`config.mk`:
```
export PLATFORM = sky130hd
export DESIGN_NAME = eeim_irq
export DESIGN_NICKNAME = d
export VERILOG_FILES = /design/src/hw/eeim_irq.v
export VERILOG_INCLUDE_DIRS = /design/src /design/src/inc
export SDC_FILE = /design/constraint.sdc
export NUM_CORES = 1
export LEC_CHECK = 0
export BUFFER_PORTS_ARGS = -buffer_cell sky130_fd_sc_hd__buf_2
export CORE_MARGIN = 2
export CORE_UTILIZATION = 40
export DETAILED_ROUTE_END_ITERATION = 8
export PLACE_DENSITY = 0.59
export SYNTH_ARGS = -nofsm -noshare
export SYNTH_HDL_FRONTEND = slang
export SYNTH_SLANG_ARGS = --single-unit
```
`constraint.sdc`:
```
create_clock -name clock -period 3.3 [get_ports clock]
set_input_delay 0.165 -clock clock [delete_from_list [all_inputs] [get_ports clock]]
set_output_delay 0.165 -clock clock [all_outputs]
set_load 0.02 [all_outputs]
```
`src/inc/eeim_defines.vh`:
```
// Register map, field positions and reset values of the energy event interrupt block
`ifndef EEIM_DEFINES_VH
`define EEIM_DEFINES_VH

// Register indices; the byte address is four times the index
`define EEIM_IDX_ENABLE      16'hE50A
`define EEIM_IDX_STATUS      16'hE520
`define EEIM_IDX_ACCUMULATION_MODE_REG     16'hE530
`define EEIM_IDX_PULSEMODE   16'hE531

// Event bit positions, shared by enable and status
`define EEIM_B_TOT_ACT       0
`define EEIM_B_FUND_ACT      1
`define EEIM_B_TOT_REACT     2
`define EEIM_B_FUND_REACT    3
`define EEIM_B_APPARENT      4
`define EEIM_B_LINE_DONE     5
`define EEIM_B_ACT_SIGN_A    6
`define EEIM_B_PSUM1         9
`define EEIM_B_REACT_SIGN_A  10
`define EEIM_B_PSUM2         13
`define EEIM_B_PULSE1        14
`define EEIM_B_DSP_DONE      17
`define EEIM_B_PSUM3         18
// Reset completion sits above the event field, so no enable bit can reach it
`define EEIM_B_RST_DONE      19
`define EEIM_EVENT_W         19

// Implemented bits of enable, [31:19] reserved
`define EEIM_ENABLE_MASK     32'h0007FFFF
`define EEIM_ENABLE_RESET    32'h00000000
`define EEIM_STATUS_RESET    32'h00080000

// Accumulation mode fields
`define EEIM_ACC_ACT_SEL     6
`define EEIM_ACC_REACT_SEL   7
`define EEIM_ACCUMULATION_MODE_REG_MASK    32'h000000C0
`define EEIM_ACCUMULATION_MODE_REG_RESET   32'h00000000

// Pulse mode fields
`define EEIM_PM_SEL1_LSB     0
`define EEIM_PM_SEL2_LSB     3
`define EEIM_PM_SEL3_LSB     6
`define EEIM_PM_DIS1         9
`define EEIM_PULSEMODE_MASK  32'h00000FFF
`define EEIM_PULSEMODE_RESET 32'h00000000

`endif

```
`src/hw/eeim_irq.v`:
```
// Energy metering event interrupt enable, status and pulse output logic
//
// What this block does
// - Enable bit 0: interrupt when bit 30 of any total active energy changes.
// - Enable bit 1: interrupt when bit 30 of any fundamental active energy changes.
// - Enable bit 2: interrupt when bit 30 of any total reactive energy changes.
// - Enable bit 3: interrupt when bit 30 of any fundamental reactive energy changes.
// - Enable bit 4: interrupt when bit 30 of any apparent energy changes.
// - Enable bit 5: interrupt at end of line cycle accumulation, in that mode only.
// - Bits 6-8 enable phase A-C active sign change; mode bit 6 picks source.
// - Bits 10-12 enable phase A-C reactive sign change; mode bit 7 picks source.
// - Bits 9, 13, 18 enable sign change of pulse datapath sums 1-3.
// - Bits 14-16 enable interrupt on falling edge of pulse outputs 1-3.
// - Pulse interrupts still occur while the pulse pin is disabled.
// - Three-bit fields [2:0], [5:3], [8:6] choose power type per pulse output.
// - Enable bit 17: interrupt when each 8 kHz processing cycle finishes.
// - Enable bits 31 to 19 are reserved, do nothing, read zero.
// - Reset completion raises the second interrupt pin low, never maskable.
//
// The Avalon-MM interface to the registers was left to the implementer.
`include "eeim_defines.vh"

module eeim_irq #(
    parameter ADDR_W  = 18,                 // Byte address width
    parameter PTYPE_N = 8                   // Number of selectable pulse power types
) (
    input  wire                clock,        // 100 MHz clock
    input  wire                rst_n,        // Synchronous reset, active low
    input  wire [ADDR_W-1:0]   address,      // Avalon byte address
    input  wire                read,         // Avalon read request
    input  wire                write,        // Avalon write request
    input  wire [3:0]          byteenable,   // Avalon byte lanes
    input  wire [31:0]         writedata,    // Avalon write data
    output reg  [31:0]         readdata,     // Avalon read data, registered
    output wire                waitrequest,  // Avalon wait request
    input  wire [2:0]          tot_act_b30,  // Bit 30 of total active energy, phases A-C
    input  wire [2:0]          fund_act_b30, // Bit 30 of fundamental active energy
    input  wire [2:0]          tot_react_b30, // Bit 30 of total reactive energy
    input  wire [2:0]          fund_react_b30, // Bit 30 of fundamental reactive energy
    input  wire [2:0]          apparent_b30, // Bit 30 of apparent energy
    input  wire                line_cycle_mode, // Line cycle accumulation mode active
    input  wire                line_cycle_done, // One-cycle pulse: half cycle count reached
    input  wire [2:0]          tot_act_sign, // Sign of total active power A-C
    input  wire [2:0]          fund_act_sign, // Sign of fundamental active power A-C
    input  wire [2:0]          tot_react_sign, // Sign of total reactive power A-C
    input  wire [2:0]          fund_react_sign, // Sign of fundamental reactive power A-C
    input  wire [2:0]          pulse_sum_sign, // Sign of summed power in pulse datapaths 1-3
    input  wire [PTYPE_N-1:0]  pulse_train_n, // Active-low pulse train for each power type
    input  wire                dsp_cycle_done, // One-cycle pulse: 8 kHz computations finished
    input  wire                power_mode_done, // One-cycle pulse: power mode transition ended
    output reg  [2:0]          pulse_out_n,  // Pulse output pins 1-3, active low
    output wire                irq_n,        // Event interrupt, active low
    output wire                second_irq_pin_n // Reset completion interrupt, active low
);

    // ****************************************************************
    // Local helpers
    // ****************************************************************

    // Merge a write through byte enables
    function [31:0] merge_be;
        input [31:0] old_v;
        input [31:0] new_v;
        input [3:0]  be;
        integer      i;
        begin
            merge_be = old_v;
            for (i = 0; i < 4; i = i + 1) begin
                if (be[i]) begin
                    merge_be[i*8 +: 8] = new_v[i*8 +: 8];
                end
            end
        end
    endfunction

    // Match a byte address against a register index
    function hit;
        input [ADDR_W-1:0] addr;
        input [15:0]       idx;
        begin
            hit = (addr == {idx[ADDR_W-3:0], 2'b00});
        end
    endfunction

    // ****************************************************************
    // Bus slave
    // ****************************************************************

    reg  [31:0] enable_reg;
    reg  [31:0] status_reg;
    reg  [31:0] status_next;
    reg  [31:0] accumulation_mode_reg_reg;
    reg  [31:0] pulsemode_reg;
    reg         ack_reg;
    reg  [31:0] rd_next;

    wire        req       = read | write;
    wire        wr_strobe = write & ack_reg;

    // One wait cycle per access: read data is loaded in it and stands at the release edge
    assign waitrequest = req & ~ack_reg;

    always @(posedge clock) begin
        if (!rst_n) begin
            ack_reg <= 1'b0;
        end else begin
            ack_reg <= req & ~ack_reg;
        end
    end

    // Read decode; unmapped addresses read zero
    always @* begin
        rd_next = 32'h00000000;
        if (hit(address, `EEIM_IDX_ENABLE)) begin
            rd_next = enable_reg & `EEIM_ENABLE_MASK;
        end else if (hit(address, `EEIM_IDX_STATUS)) begin
            rd_next = status_reg;
        end else if (hit(address, `EEIM_IDX_ACCUMULATION_MODE_REG)) begin
            rd_next = accumulation_mode_reg_reg;
        end else if (hit(address, `EEIM_IDX_PULSEMODE)) begin
            rd_next = pulsemode_reg;
        end
    end

    always @(posedge clock) begin
        if (!rst_n) begin
            readdata <= 32'h00000000;
        end else if (read & ~ack_reg) begin
            readdata <= rd_next;
        end
    end

    // Writable registers; reserved bits never store
    always @(posedge clock) begin
        if (!rst_n) begin
            enable_reg    <= `EEIM_ENABLE_RESET;
            accumulation_mode_reg_reg   <= `EEIM_ACCUMULATION_MODE_REG_RESET;
            pulsemode_reg <= `EEIM_PULSEMODE_RESET;
        end else if (wr_strobe) begin
            if (hit(address, `EEIM_IDX_ENABLE)) begin
                enable_reg <= merge_be(enable_reg, writedata, byteenable) & `EEIM_ENABLE_MASK;
            end else if (hit(address, `EEIM_IDX_ACCUMULATION_MODE_REG)) begin
                accumulation_mode_reg_reg <= merge_be(accumulation_mode_reg_reg, writedata, byteenable) & `EEIM_ACCUMULATION_MODE_REG_MASK;
            end else if (hit(address, `EEIM_IDX_PULSEMODE)) begin
                pulsemode_reg <= merge_be(pulsemode_reg, writedata, byteenable) & `EEIM_PULSEMODE_MASK;
            end
        end
    end

    // ****************************************************************
    // Event detection
    // ****************************************************************

    // Sign sources picked by the accumulation mode selects
    wire [2:0] act_sign   = accumulation_mode_reg_reg[`EEIM_ACC_ACT_SEL] ? fund_act_sign : tot_act_sign;
    wire [2:0] react_sign = accumulation_mode_reg_reg[`EEIM_ACC_REACT_SEL] ? fund_react_sign : tot_react_sign;

    // Internal pulse trains per output, chosen before the pin disable
    wire [2:0] psel1 = pulsemode_reg[`EEIM_PM_SEL1_LSB +: 3];
    wire [2:0] psel2 = pulsemode_reg[`EEIM_PM_SEL2_LSB +: 3];
    wire [2:0] psel3 = pulsemode_reg[`EEIM_PM_SEL3_LSB +: 3];
    wire [2:0] pulse_int_n = {pulse_train_n[psel3], pulse_train_n[psel2], pulse_train_n[psel1]};

    // Sampled copies for change and edge detection
    reg  [14:0] b30_prev_reg;
    reg  [2:0]  act_prev_reg;
    reg  [2:0]  react_prev_reg;
    reg  [2:0]  psum_prev_reg;
    reg  [2:0]  pulse_prev_reg;
    reg         primed_reg;

    wire [14:0] b30_now = {apparent_b30, fund_react_b30, tot_react_b30, fund_act_b30, tot_act_b30};
    wire [14:0] b30_chg = (b30_now ^ b30_prev_reg) & {15{primed_reg}};

    // A select change can flip the sign source; that is reported as a sign change
    always @(posedge clock) begin
        if (!rst_n) begin
            b30_prev_reg   <= 15'h0000;
            act_prev_reg   <= 3'h0;
            react_prev_reg <= 3'h0;
            psum_prev_reg  <= 3'h0;
            pulse_prev_reg <= 3'h7;
            primed_reg     <= 1'b0;
        end else begin
            b30_prev_reg   <= b30_now;
            act_prev_reg   <= act_sign;
            react_prev_reg <= react_sign;
            psum_prev_reg  <= pulse_sum_sign;
            pulse_prev_reg <= pulse_int_n;
            primed_reg     <= 1'b1;
        end
    end

    // Pulse pins driven from flip-flops; disable forces them idle high
    always @(posedge clock) begin
        if (!rst_n) begin
            pulse_out_n <= 3'h7;
        end else begin
            pulse_out_n <= pulse_int_n | pulsemode_reg[`EEIM_PM_DIS1 +: 3];
        end
    end

    reg [31:0] events;

    // Gather one-cycle events in status layout
    always @* begin
        events = 32'h00000000;
        events[`EEIM_B_TOT_ACT]    = |b30_chg[2:0];
        events[`EEIM_B_FUND_ACT]   = |b30_chg[5:3];
        events[`EEIM_B_TOT_REACT]  = |b30_chg[8:6];
        events[`EEIM_B_FUND_REACT] = |b30_chg[11:9];
        events[`EEIM_B_APPARENT]   = |b30_chg[14:12];
        events[`EEIM_B_LINE_DONE]  = line_cycle_mode & line_cycle_done;
        events[`EEIM_B_ACT_SIGN_A +: 3]   = (act_sign ^ act_prev_reg) & {3{primed_reg}};
        events[`EEIM_B_REACT_SIGN_A +: 3] = (react_sign ^ react_prev_reg) & {3{primed_reg}};
        events[`EEIM_B_PSUM1] = primed_reg & (pulse_sum_sign[0] ^ psum_prev_reg[0]);
        events[`EEIM_B_PSUM2] = primed_reg & (pulse_sum_sign[1] ^ psum_prev_reg[1]);
        events[`EEIM_B_PSUM3] = primed_reg & (pulse_sum_sign[2] ^ psum_prev_reg[2]);
        // Taken from the internal train so a disabled pin still interrupts
        events[`EEIM_B_PULSE1 +: 3] = pulse_prev_reg & ~pulse_int_n;
        events[`EEIM_B_DSP_DONE]  = dsp_cycle_done;
        events[`EEIM_B_RST_DONE]  = power_mode_done;
    end

    // ****************************************************************
    // Status and interrupt outputs
    // ****************************************************************

    // Write one to clear; a new event in the same cycle wins over the clear
    always @* begin
        status_next = status_reg;
        if (wr_strobe && hit(address, `EEIM_IDX_STATUS)) begin
            status_next = status_reg & ~merge_be(32'h00000000, writedata, byteenable);
        end
        status_next = status_next | events;
    end

    // Reset completion is loaded by reset with all defaults, so it is already set while reset is held
    always @(posedge clock) begin
        if (!rst_n) begin
            status_reg <= `EEIM_STATUS_RESET;
        end else begin
            status_reg <= status_next;
        end
    end

    // Reset completion lies outside the enable field, so it can never be masked
    wire [31:0] gated = status_reg & enable_reg & `EEIM_ENABLE_MASK & ~(32'h1 << `EEIM_B_RST_DONE);

    assign irq_n            = ~(|gated);
    assign second_irq_pin_n = ~status_reg[`EEIM_B_RST_DONE];

endmodule

```
==> results by group, run 1 <==
Floorplanning
  • Standard-cell row count: 43
  • Die W: 123 um
  • Die height: 123 um
  • # IOs: 138
  • Starting density of the core: 41.0%
  • CORE AREA: 13900 um2
  • Die area: 15200 um2

Clock network
  • Max H-tree Level: 4
  • Worst-path clk slew: 60 ps
  • Clock Latency Late Sink: 410 ps
  • CTS tree: yes
  • Post-CTS Setup Inserts: 0
  • Clk sinks: 129
  • TritonCTS buffer count: 17
  • Root Driver: clkbuf_16
  • Maximum clock path buffer count: 2

Flow run
  • Max capacitance violation total: 0

Global routing
  • Initial antenna violation count: 0
  • First-pass GRT wire length: 27300 um
  • Vias in the first global route: 5403
  • Largest net degree at the start of global routing: 105
  • Total global-route track usage: 23.7%
  • GR Overflow Total: 0

Critical path
  • CP max FO: 10
  • Required @ worst endpoint: 3640 ps
  • CP arrival: 2310 ps
  • Startpoint types: register
  • CP endpoint kind: register
  • Critical path class: reg -> reg
  • Reg-to-reg setup timing slack: 1330 ps

Power and ir drop
  • Clock power frac: 46.8%
  • Power density cells: 504 nW/um2
  • Peak VDD IR: 0.380 mV
  • Power Total: 3740 uW
  • Sw power: 904 uW
  • Pleak: 0.00300 uW
  • Sw frac: 24.2%
  • Comb power frac: 9.3%
  • Internal Power: 2840 uW
  • Reg power frac: 44.0%

STA
  • Count of pins over their slew limit: 0
  • Fmax: 508 MHz
  • Setup TNS: 0 ps
  • Fin. Hold Viols: 0
  • Worst Skew: 6.71 ps
  • Headroom to the max-slew limit: 33.1%
  • Final min period: 1970 ps
  • RSZ-0062 raised after global routing: false
  • Worst-Margin Slew: 1000 ps
  • Part of the cycle the worst path needs: 59.7%
  • Setup WS post-layout: 1330 ps
  • Final Setup Violations: 0

Layout
  • Fin nets: 894
  • Ant diodes: 0
  • Filler Cell Count: 1302
  • P&R area growth vs syn: 30.0%
  • Commonest cells after routing, fill and taps aside: buf_2, dfxtp_1, nand2_1
  • Finished Layout Cells: 987
  • Final core utilization: 53.3%
  • Ratio of cells with drive above 1 in the final layout: 26.1%
  • Most common cell after layout, fill and taps aside: buf_2

Yosys
  • Synth Area in Simple Gates: 23.1%
  • Largest family of logic cells by synthesized area: simple AND/OR/NAND/NOR gates
  • Ys flop type: dfxtp_1
  • Synthesized cell area: 5710 um2
  • Adder-cell share of the synthesized area: 0%
  • Synth Area in Compound Gates: 14.9%
  • Mux cell area share after synthesis: 9.73%
  • Yosys reg bits: 129
  • Register area share after synthesis: 45.2%
  • Total number of yosys warnings: 0
  • Syn nets: 737
  • Mapped Cells: 637
  • FFs w/ async S/R, synth: 0%
  • Syn Area/Cell: 8.96 um2
  • Yosys cell types: 51
  • EDFF count, synth: 0
  • Xor and xnor area share after synthesis: 3.68%

Detailed routing
  • Antenna-violating nets left: 0
  • Via count: 5529
  • Drt drc: 0
  • Drt initial violations: 418
  • Drt first pass iters: 5
  • Via density: 5.60
  • Routed len/inst: 18.0 um
  • Final WL: 17800 um

Placed design
  • DP HPWL: 12700 um
  • Routability cong.: 0.955
  • I/O Buffers: 137
  • Setup WS pre-CTS: 991 ps
  • DP Cell Count: 922

Outcome
  • Outcome: completed

Min path
  • Hold Crit Class: in -> reg
[worst max-delay path: stages, from the launching register on]
cell and delay [ps]:
dfxtp_1 530, and3_1 550, and3_1 560, mux2i_1 250
[cell usage after synthesis (all sizes together), types with 5 or more instances]
master / n / area, um2
and2: 19 / 119
o21ai: 34 / 170
nand3: 24 / 120
buf: 7 / 45.0
a31oi: 13 / 81.3
clkbuf: 36 / 135
nor2: 17 / 66.3
mux4: 6 / 135
nand4: 39 / 244
dfxtp: 129 / 2580
nor3: 8 / 72.6
a31o: 8 / 70.1
and3: 5 / 31.3
a21oi: 57 / 285
xnor2: 6 / 52.6
o31ai: 9 / 67.6
o22ai: 8 / 50.1
xor2: 18 / 158
mux2i: 42 / 420
nand2: 106 / 398
[power by group through the flow]
stage	combinational, uW	sequential [uW]	clock, uW
after global placement	307	1680	0
after detailed placement	313	1680	0
after CTS	344	1640	1780
after global routing	377	1650	1850
final	347	1650	1750
after floorplan	164	1670	0
[cells by family (layout without fill, tap and decap cells)]
group | Yosys count | count (layout)
xor+xnor | 24 | 24
simple gates | 246 | 246
flops | 129 | 129
compound gates | 143 | 143
mux | 48 | 48
buf+inv | 47 | 217
[metrics by stage]
step	area, um2	hold slack [ps]
6_report	7420	16.5
5_1_grt	7420	20.7
4_1_cts	7420	0.368
3_5_place_dp	6540	339
3_3_place_gp	6540	340
2_1_floorplan	5710	193
[final timing paths]
kind | start | endpoint | depth (start not counted)
setup / recovery | ack_reg | enable_reg[9] | 3
hold / removal | line_cycle_mode | status_reg[5] | 3
setup reg to reg | ack_reg | enable_reg[9] | 3
hold reg to reg | status_reg[24] | status_reg[24] | 2
[cell type report]
cell class                      count  area, um2  share of cell area [%]
Clock buffer                       20        467                    6.29
Clock inverter                     12       90.1                    1.21
Inverter                            4       15.0                   0.202
Multi-Input combinational cell    461       2950                    39.7
Sequential cell                   129       2580                    34.8
Tap cell                          180        225                    3.03
Timing Repair Buffer              181       1100                    14.8
[per-layer routing]
metal / vias to the layer above / part of all wire [%] / GRT usage, %
li1: 2641 / - / -
met1: 2652 / 43 / 30.2
met2: 209 / 48 / 39.5
met3: 27 / 6.5 / 4.43
met4: 0 / 2.3 / 9.87
met5: - / 0 / 0
[timing repair]
action	CTS	global route
gates resized for setup	0	0
endpoints found under the hold margin	33	0
hold buffers	33	0
(Power assumes the default switching activity.)
==> inputs of run 2 (changes only) <==
Settings changed: PLACE_DENSITY 0.59 to 0.61.
Clock period 3.3 ns to 1.6 ns, I/O delays scaled along.
==> run 2 against run 1 <==
Effect of this change:
- the flow now finishes with violations (negative setup slack)
- clock power rose by 120%
- global-route usage is 1.9 points higher
- via count is 6.0% higher
- final cell count rose by 8.1%
- power increased by 110%
- routed wire length is 7.8% higher
==> results by group, run 2 (synthesis gave the netlist of run 1 again) <==
Outcome
  • Outcome: finished with violations
  • Failing checks: negative setup slack

Detailed routing
  • Via density: 5.49
  • Drt first pass iters: 5
  • Routed len/inst: 18.0 um
  • Drt drc: 0
  • Via count: 5859
  • Antenna-violating nets left: 0
  • Final WL: 19200 um
  • Drt initial violations: 368

Clock network
  • Worst-path clk slew: 60 ps
  • Clk sinks: 129
  • Max H-tree Level: 4
  • Clock Latency Late Sink: 430 ps
  • Post-CTS Setup Inserts: 0
  • TritonCTS buffer count: 17
  • Root Driver: clkbuf_16
  • Maximum clock path buffer count: 2
  • CTS tree: yes

Placed design
  • DP HPWL: 13900 um
  • Setup WS pre-CTS: -161 ps
  • I/O Buffers: 137
  • DP Cell Count: 972
  • Routability cong.: 0.864

Critical path
  • Required @ worst endpoint: 1520 ps
  • Critical path class: reg -> out
  • FF-to-FF End: pulse_out_n[2]
  • CP endpoint kind: primary output
  • Worst flop-to-flop path startpoint: pulsemode_reg[6]
  • CP arrival: 1660 ps
  • Cell count of the worst reg-to-reg path: 4
  • CP max FO: 3
  • Startpoint types: register
  • Reg-to-reg setup timing slack: 30 ps

STA
  • Worst-Margin Slew: 466 ps
  • Setup WS post-layout: -143 ps
  • Final min period: 1740 ps
  • Worst Skew: 8.13 ps
  • Part of the cycle the worst path needs: 109%
  • Final Setup Violations: 1
  • Fin. Hold Viols: 0
  • RSZ-0062 raised after global routing: true
  • Headroom to the max-slew limit: 68.9%
  • Fmax: 574 MHz
  • Count of pins over their slew limit: 0

Layout
  • Ant diodes: 0
  • Most common cell after layout, fill and taps aside: buf_2
  • Commonest cells after routing, fill and taps aside: buf_2, dfxtp_1, nand2_1
  • Fin nets: 974
  • Ratio of cells with drive above 1 in the final layout: 31.0%
  • P&R area growth vs syn: 44.2%
  • Finished Layout Cells: 1067

Floorplanning
  • Starting density of the core: 41.0%
  • Die W: 123 um
  • CORE AREA: 13900 um2
  • Die area: 15200 um2
  • Standard-cell row count: 43
  • Die height: 123 um
  • # IOs: 138

Min path
  • WHS Path Cells: 3
  • Hold Crit Class: in -> reg
  • WHS Endpoint: status_reg[19]
  • Hold path start: writedata[19]

Global routing
  • Total global-route track usage: 25.6%
  • Initial antenna violation count: 0
  • First-pass GRT wire length: 29300 um
  • Largest net degree at the start of global routing: 66
  • Vias in the first global route: 5770
  • GR Overflow Total: 0

Power and ir drop
  • Peak VDD IR: 0.756 mV
  • Pleak: 0.00342 uW
  • Power density cells: 975 nW/um2

Flow run
  • Max capacitance violation total: 0
-- run 2: area by class of cell --
type / instances / area (um2)
fillers: 1186 / 5700
multi-input cells: 461 / 2990
flip-flops and latches: 129 / 2590
repair buffers: 261 / 1830
clock buffers: 21 / 480
well taps: 180 / 225
clock inverters: 11 / 104
inverters: 4 / 15.0
-- run 2: metrics by stage --
step	hold slack (ps)	TNS (ps)	util, %	instance area, um2	power, uW
2_1_floorplan	108	-766	-	5720	3790
3_3_place_gp	251	-3320	50.0	6960	4140
3_5_place_dp	258	-4560	50.0	6960	4150
4_1_cts	0.138	-166	58.9	8210	8030
5_1_grt	6.27	-262	59.1	8230	8290
6_report	15.3	-143	59.1	8230	8030
-- run 2: worst max-delay path: stages, from the launching register on --
cell,delay [ps]
dfxtp_2,350
a22o_1,230
a221oi_2,230
nand4_1,140
nor2_2,150
buf_6,140
-- run 2: what timing repair did --
item / CTS / global route
setup endpoints to repair: 2 / 20
endpoints found under the hold margin: 72 / 0
resized for setup: 9 / 9
hold buffers: 63 / 0
pin swaps: 1 / 2
gates cloned: 0 / 0
-- run 2: how the worst max path moves through the flow --
stage / from / to / slack, ps / cells after the start
after floorplan: address[1] / enable_reg[10] / -90 / 6
after global placement: address[1] / pulsemode_reg[6] / -150 / 6
after detailed placement: address[1] / readdata[19] / -160 / 6
after CTS: enable_reg[0] / irq_n / -170 / 5
after global routing: enable_reg[0] / irq_n / -210 / 5
final: enable_reg[0] / irq_n / -140 / 5
-- run 2: routing by layer --
metal  track usage, %  part of all wire, %  up-vias  routed length, um
li1                 -                    -     2801                  -
met4             10.4                  2.9        0                565
met5                0                    0        -                  0
met2             44.3                   49      217               9320
met1             30.1                   42     2808               8110
met3             6.60                  6.1       33               1160
-- run 2: report_power, final --
group	switching [uW]	internal, uW	total [uW]	leakage (uW)
combinational	430	409	839	0.00208
clock	1490	2310	3800	0.000286
sequential	79.2	3320	3390	0.00106
total	2000	6030	8030	0.00342
==> inputs of run 3 (changes only) <==
--- a/config.mk
+++ b/config.mk
@@ -13,2 +13,3 @@
 export PLACE_DENSITY = 0.61
+export SKIP_CTS_REPAIR_TIMING = 1
 export SYNTH_ARGS = -nofsm -noshare
==> constraint.sdc (replaced) <==
create_clock -name clock -period 1.6 [get_ports clock]
set_input_delay 0.32 -clock clock [delete_from_list [all_inputs] [get_ports clock]]
set_output_delay 0.32 -clock clock [all_outputs]
set_load 0.02 [all_outputs]
==> run 3 against run 2 <==
Effect of this change:
- the run still ends with negative setup slack left
- sequential power barely moved
- global-route usage fell by 1.7 points
- combinational power fell by 6.6%
- clock power barely moved
- setup slack got worse by 170 ps
- critical endpoint unchanged
==> results by group, run 3 (synthesis gave the netlist of run 1 again) <==
Placed design
  • Routability cong.: 0.887
  • Setup WS pre-CTS: -435 ps
  • DP Area: 7230 um2
  • I/O Buffers: 137
  • DP HPWL: 13700 um

Layout
  • Footprint of the multi-input gates: 3090 um2
  • Design area: 8030 um2
  • Final core utilization: 57.6%
  • Filler Cell Count: 1243
  • Commonest cells after routing, fill and taps aside: buf_2, dfxtp_1, nand2_1
  • Ant diodes: 0
  • Ratio of cells with drive above 1 in the final layout: 37.9%
  • P&R area growth vs syn: 40.7%
  • Register area: 2600 um2
  • Most common cell after layout, fill and taps aside: buf_2
  • Fin nets: 940

Clock network
  • Clk sinks: 129
  • CTS tree: yes
  • Root Driver: clkbuf_16
  • Maximum clock path buffer count: 2
  • Worst-path clk slew: 60 ps
  • TritonCTS buffer count: 17
  • Clock Latency Late Sink: 430 ps
  • Max H-tree Level: 4

Floorplanning
  • CORE AREA: 13900 um2
  • Die height: 123 um
  • Standard-cell row count: 43
  • Starting density of the core: 41.0%
  • # IOs: 138
  • Die area: 15200 um2
  • Die W: 123 um

STA
  • Count of pins over their slew limit: 0
  • Fmax: 522 MHz
  • Worst Skew: 14.1 ps
  • RSZ-0062 raised after global routing: true
  • Worst-Margin Slew: 476 ps
  • Setup WS post-layout: -317 ps
  • Headroom to the max-slew limit: 68.2%
  • Final min period: 1920 ps
  • Fin. Hold Viols: 0
  • Final Setup Violations: 11
  • Part of the cycle the worst path needs: 120%

Critical path
  • CP arrival: 1600 ps
  • Startpoint types: register
  • Critical path class: reg -> out
  • CP max FO: 2
  • Required @ worst endpoint: 1280 ps
  • Slowest stage cell on the critical path: dfxtp_1
  • Worst path max stage delay: 310 ps
  • Critical Path, Cell by Cell: a22o_1 > a221oi_2 > nand3_1 > nor2_2 > buf_6
  • CP endpoint kind: primary output

Power and ir drop
  • Power Total: 7970 uW
  • Pleak: 0.00332 uW
  • Peak VDD IR: 0.615 mV
  • Power density cells: 992 nW/um2

Detailed routing
  • Antenna-violating nets left: 0
  • Drt initial violations: 391
  • Drt drc: 0
  • Via density: 5.45
  • Routed len/inst: 17.3 um
  • Final WL: 17900 um
  • Drt first pass iters: 6
  • Via count: 5629

Min path
  • Hold Crit Class: in -> reg

Outcome
  • Failing checks: negative setup slack
  • Outcome: finished with violations

Global routing
  • Largest net degree at the start of global routing: 40
  • Total global-route track usage: 23.9%
  • First-pass GRT wire length: 27600 um
  • Initial antenna violation count: 0
  • Vias in the first global route: 5317
  • GR Overflow Total: 0

Flow run
  • Max capacitance violation total: 0
==> run 3: cell count changes in the layout (fill, tap and decap cells not counted), sizes merged <==
cell	delta
buf	+29
bufinv	+1
clkbuf	-4
clkinv	-1
clkinvlp	+2
dlygate4sd3	-63
inv	+1
==> run 3: report_power, final <==
part	switching [uW]	leakage [uW]	internal, uW
registers	76.5	0.00106	3310
logic	429	0.00199	355
clock network	1500	0.000274	2300
total	2000	0.00332	5970
==> run 3: stage by stage <==
| stage | instances | hold slack (ps) | TNS, ps |
|---|---|---|---|
| after floorplan | 637 | 348 | -9680 |
| after global placement | 993 | 422 | -22500 |
| after detailed placement | 993 | 422 | -25560 |
| after CTS | 1024 | 50.6 | -873 |
| after global routing | 1032 | 72.2 | -1080 |
| final | 1032 | 68.6 | -409 |
==> run 3: final timing paths <==
path	startpoint	to	slack [ps]	cells past startpoint
min	writedata[25]	status_reg[25]	70	2
max reg2reg	pulsemode_reg[3]	pulse_out_n[1]	-10	5
max	status_reg[5]	irq_n	-320	5
min reg2reg	status_reg[24]	status_reg[24]	430	2
==> run 3: worst max-delay path, delay by kind of cell, from the launching register on <==
| kind | cells | cell delay, ps |
|---|---|---|
| compound gates | 2 | 410 |
| simple gates | 2 | 310 |
| flops | 1 | 310 |
| buf+inv | 1 | 140 |
==> run 3: layout make-up <==
class / count / share of cell area, %
inverter: 4 / 0.187
sequential: 129 / 32.3
tap: 180 / 2.80
timing repair buffer: 227 / 18.9
clock buffer: 17 / 5.30
clock inverter: 14 / 1.98
multi-input combinational: 461 / 38.5
==> run 3: routing by layer <==
metal | vias to the layer above | GRT usage (%) | wire [um]
li1 | 2721 | - | -
met1 | 2670 | 32.2 | 8060
met2 | 214 | 37.9 | 8300
met3 | 24 | 5.17 | 1240
met4 | 0 | 8.38 | 282
met5 | - | 0 | 0
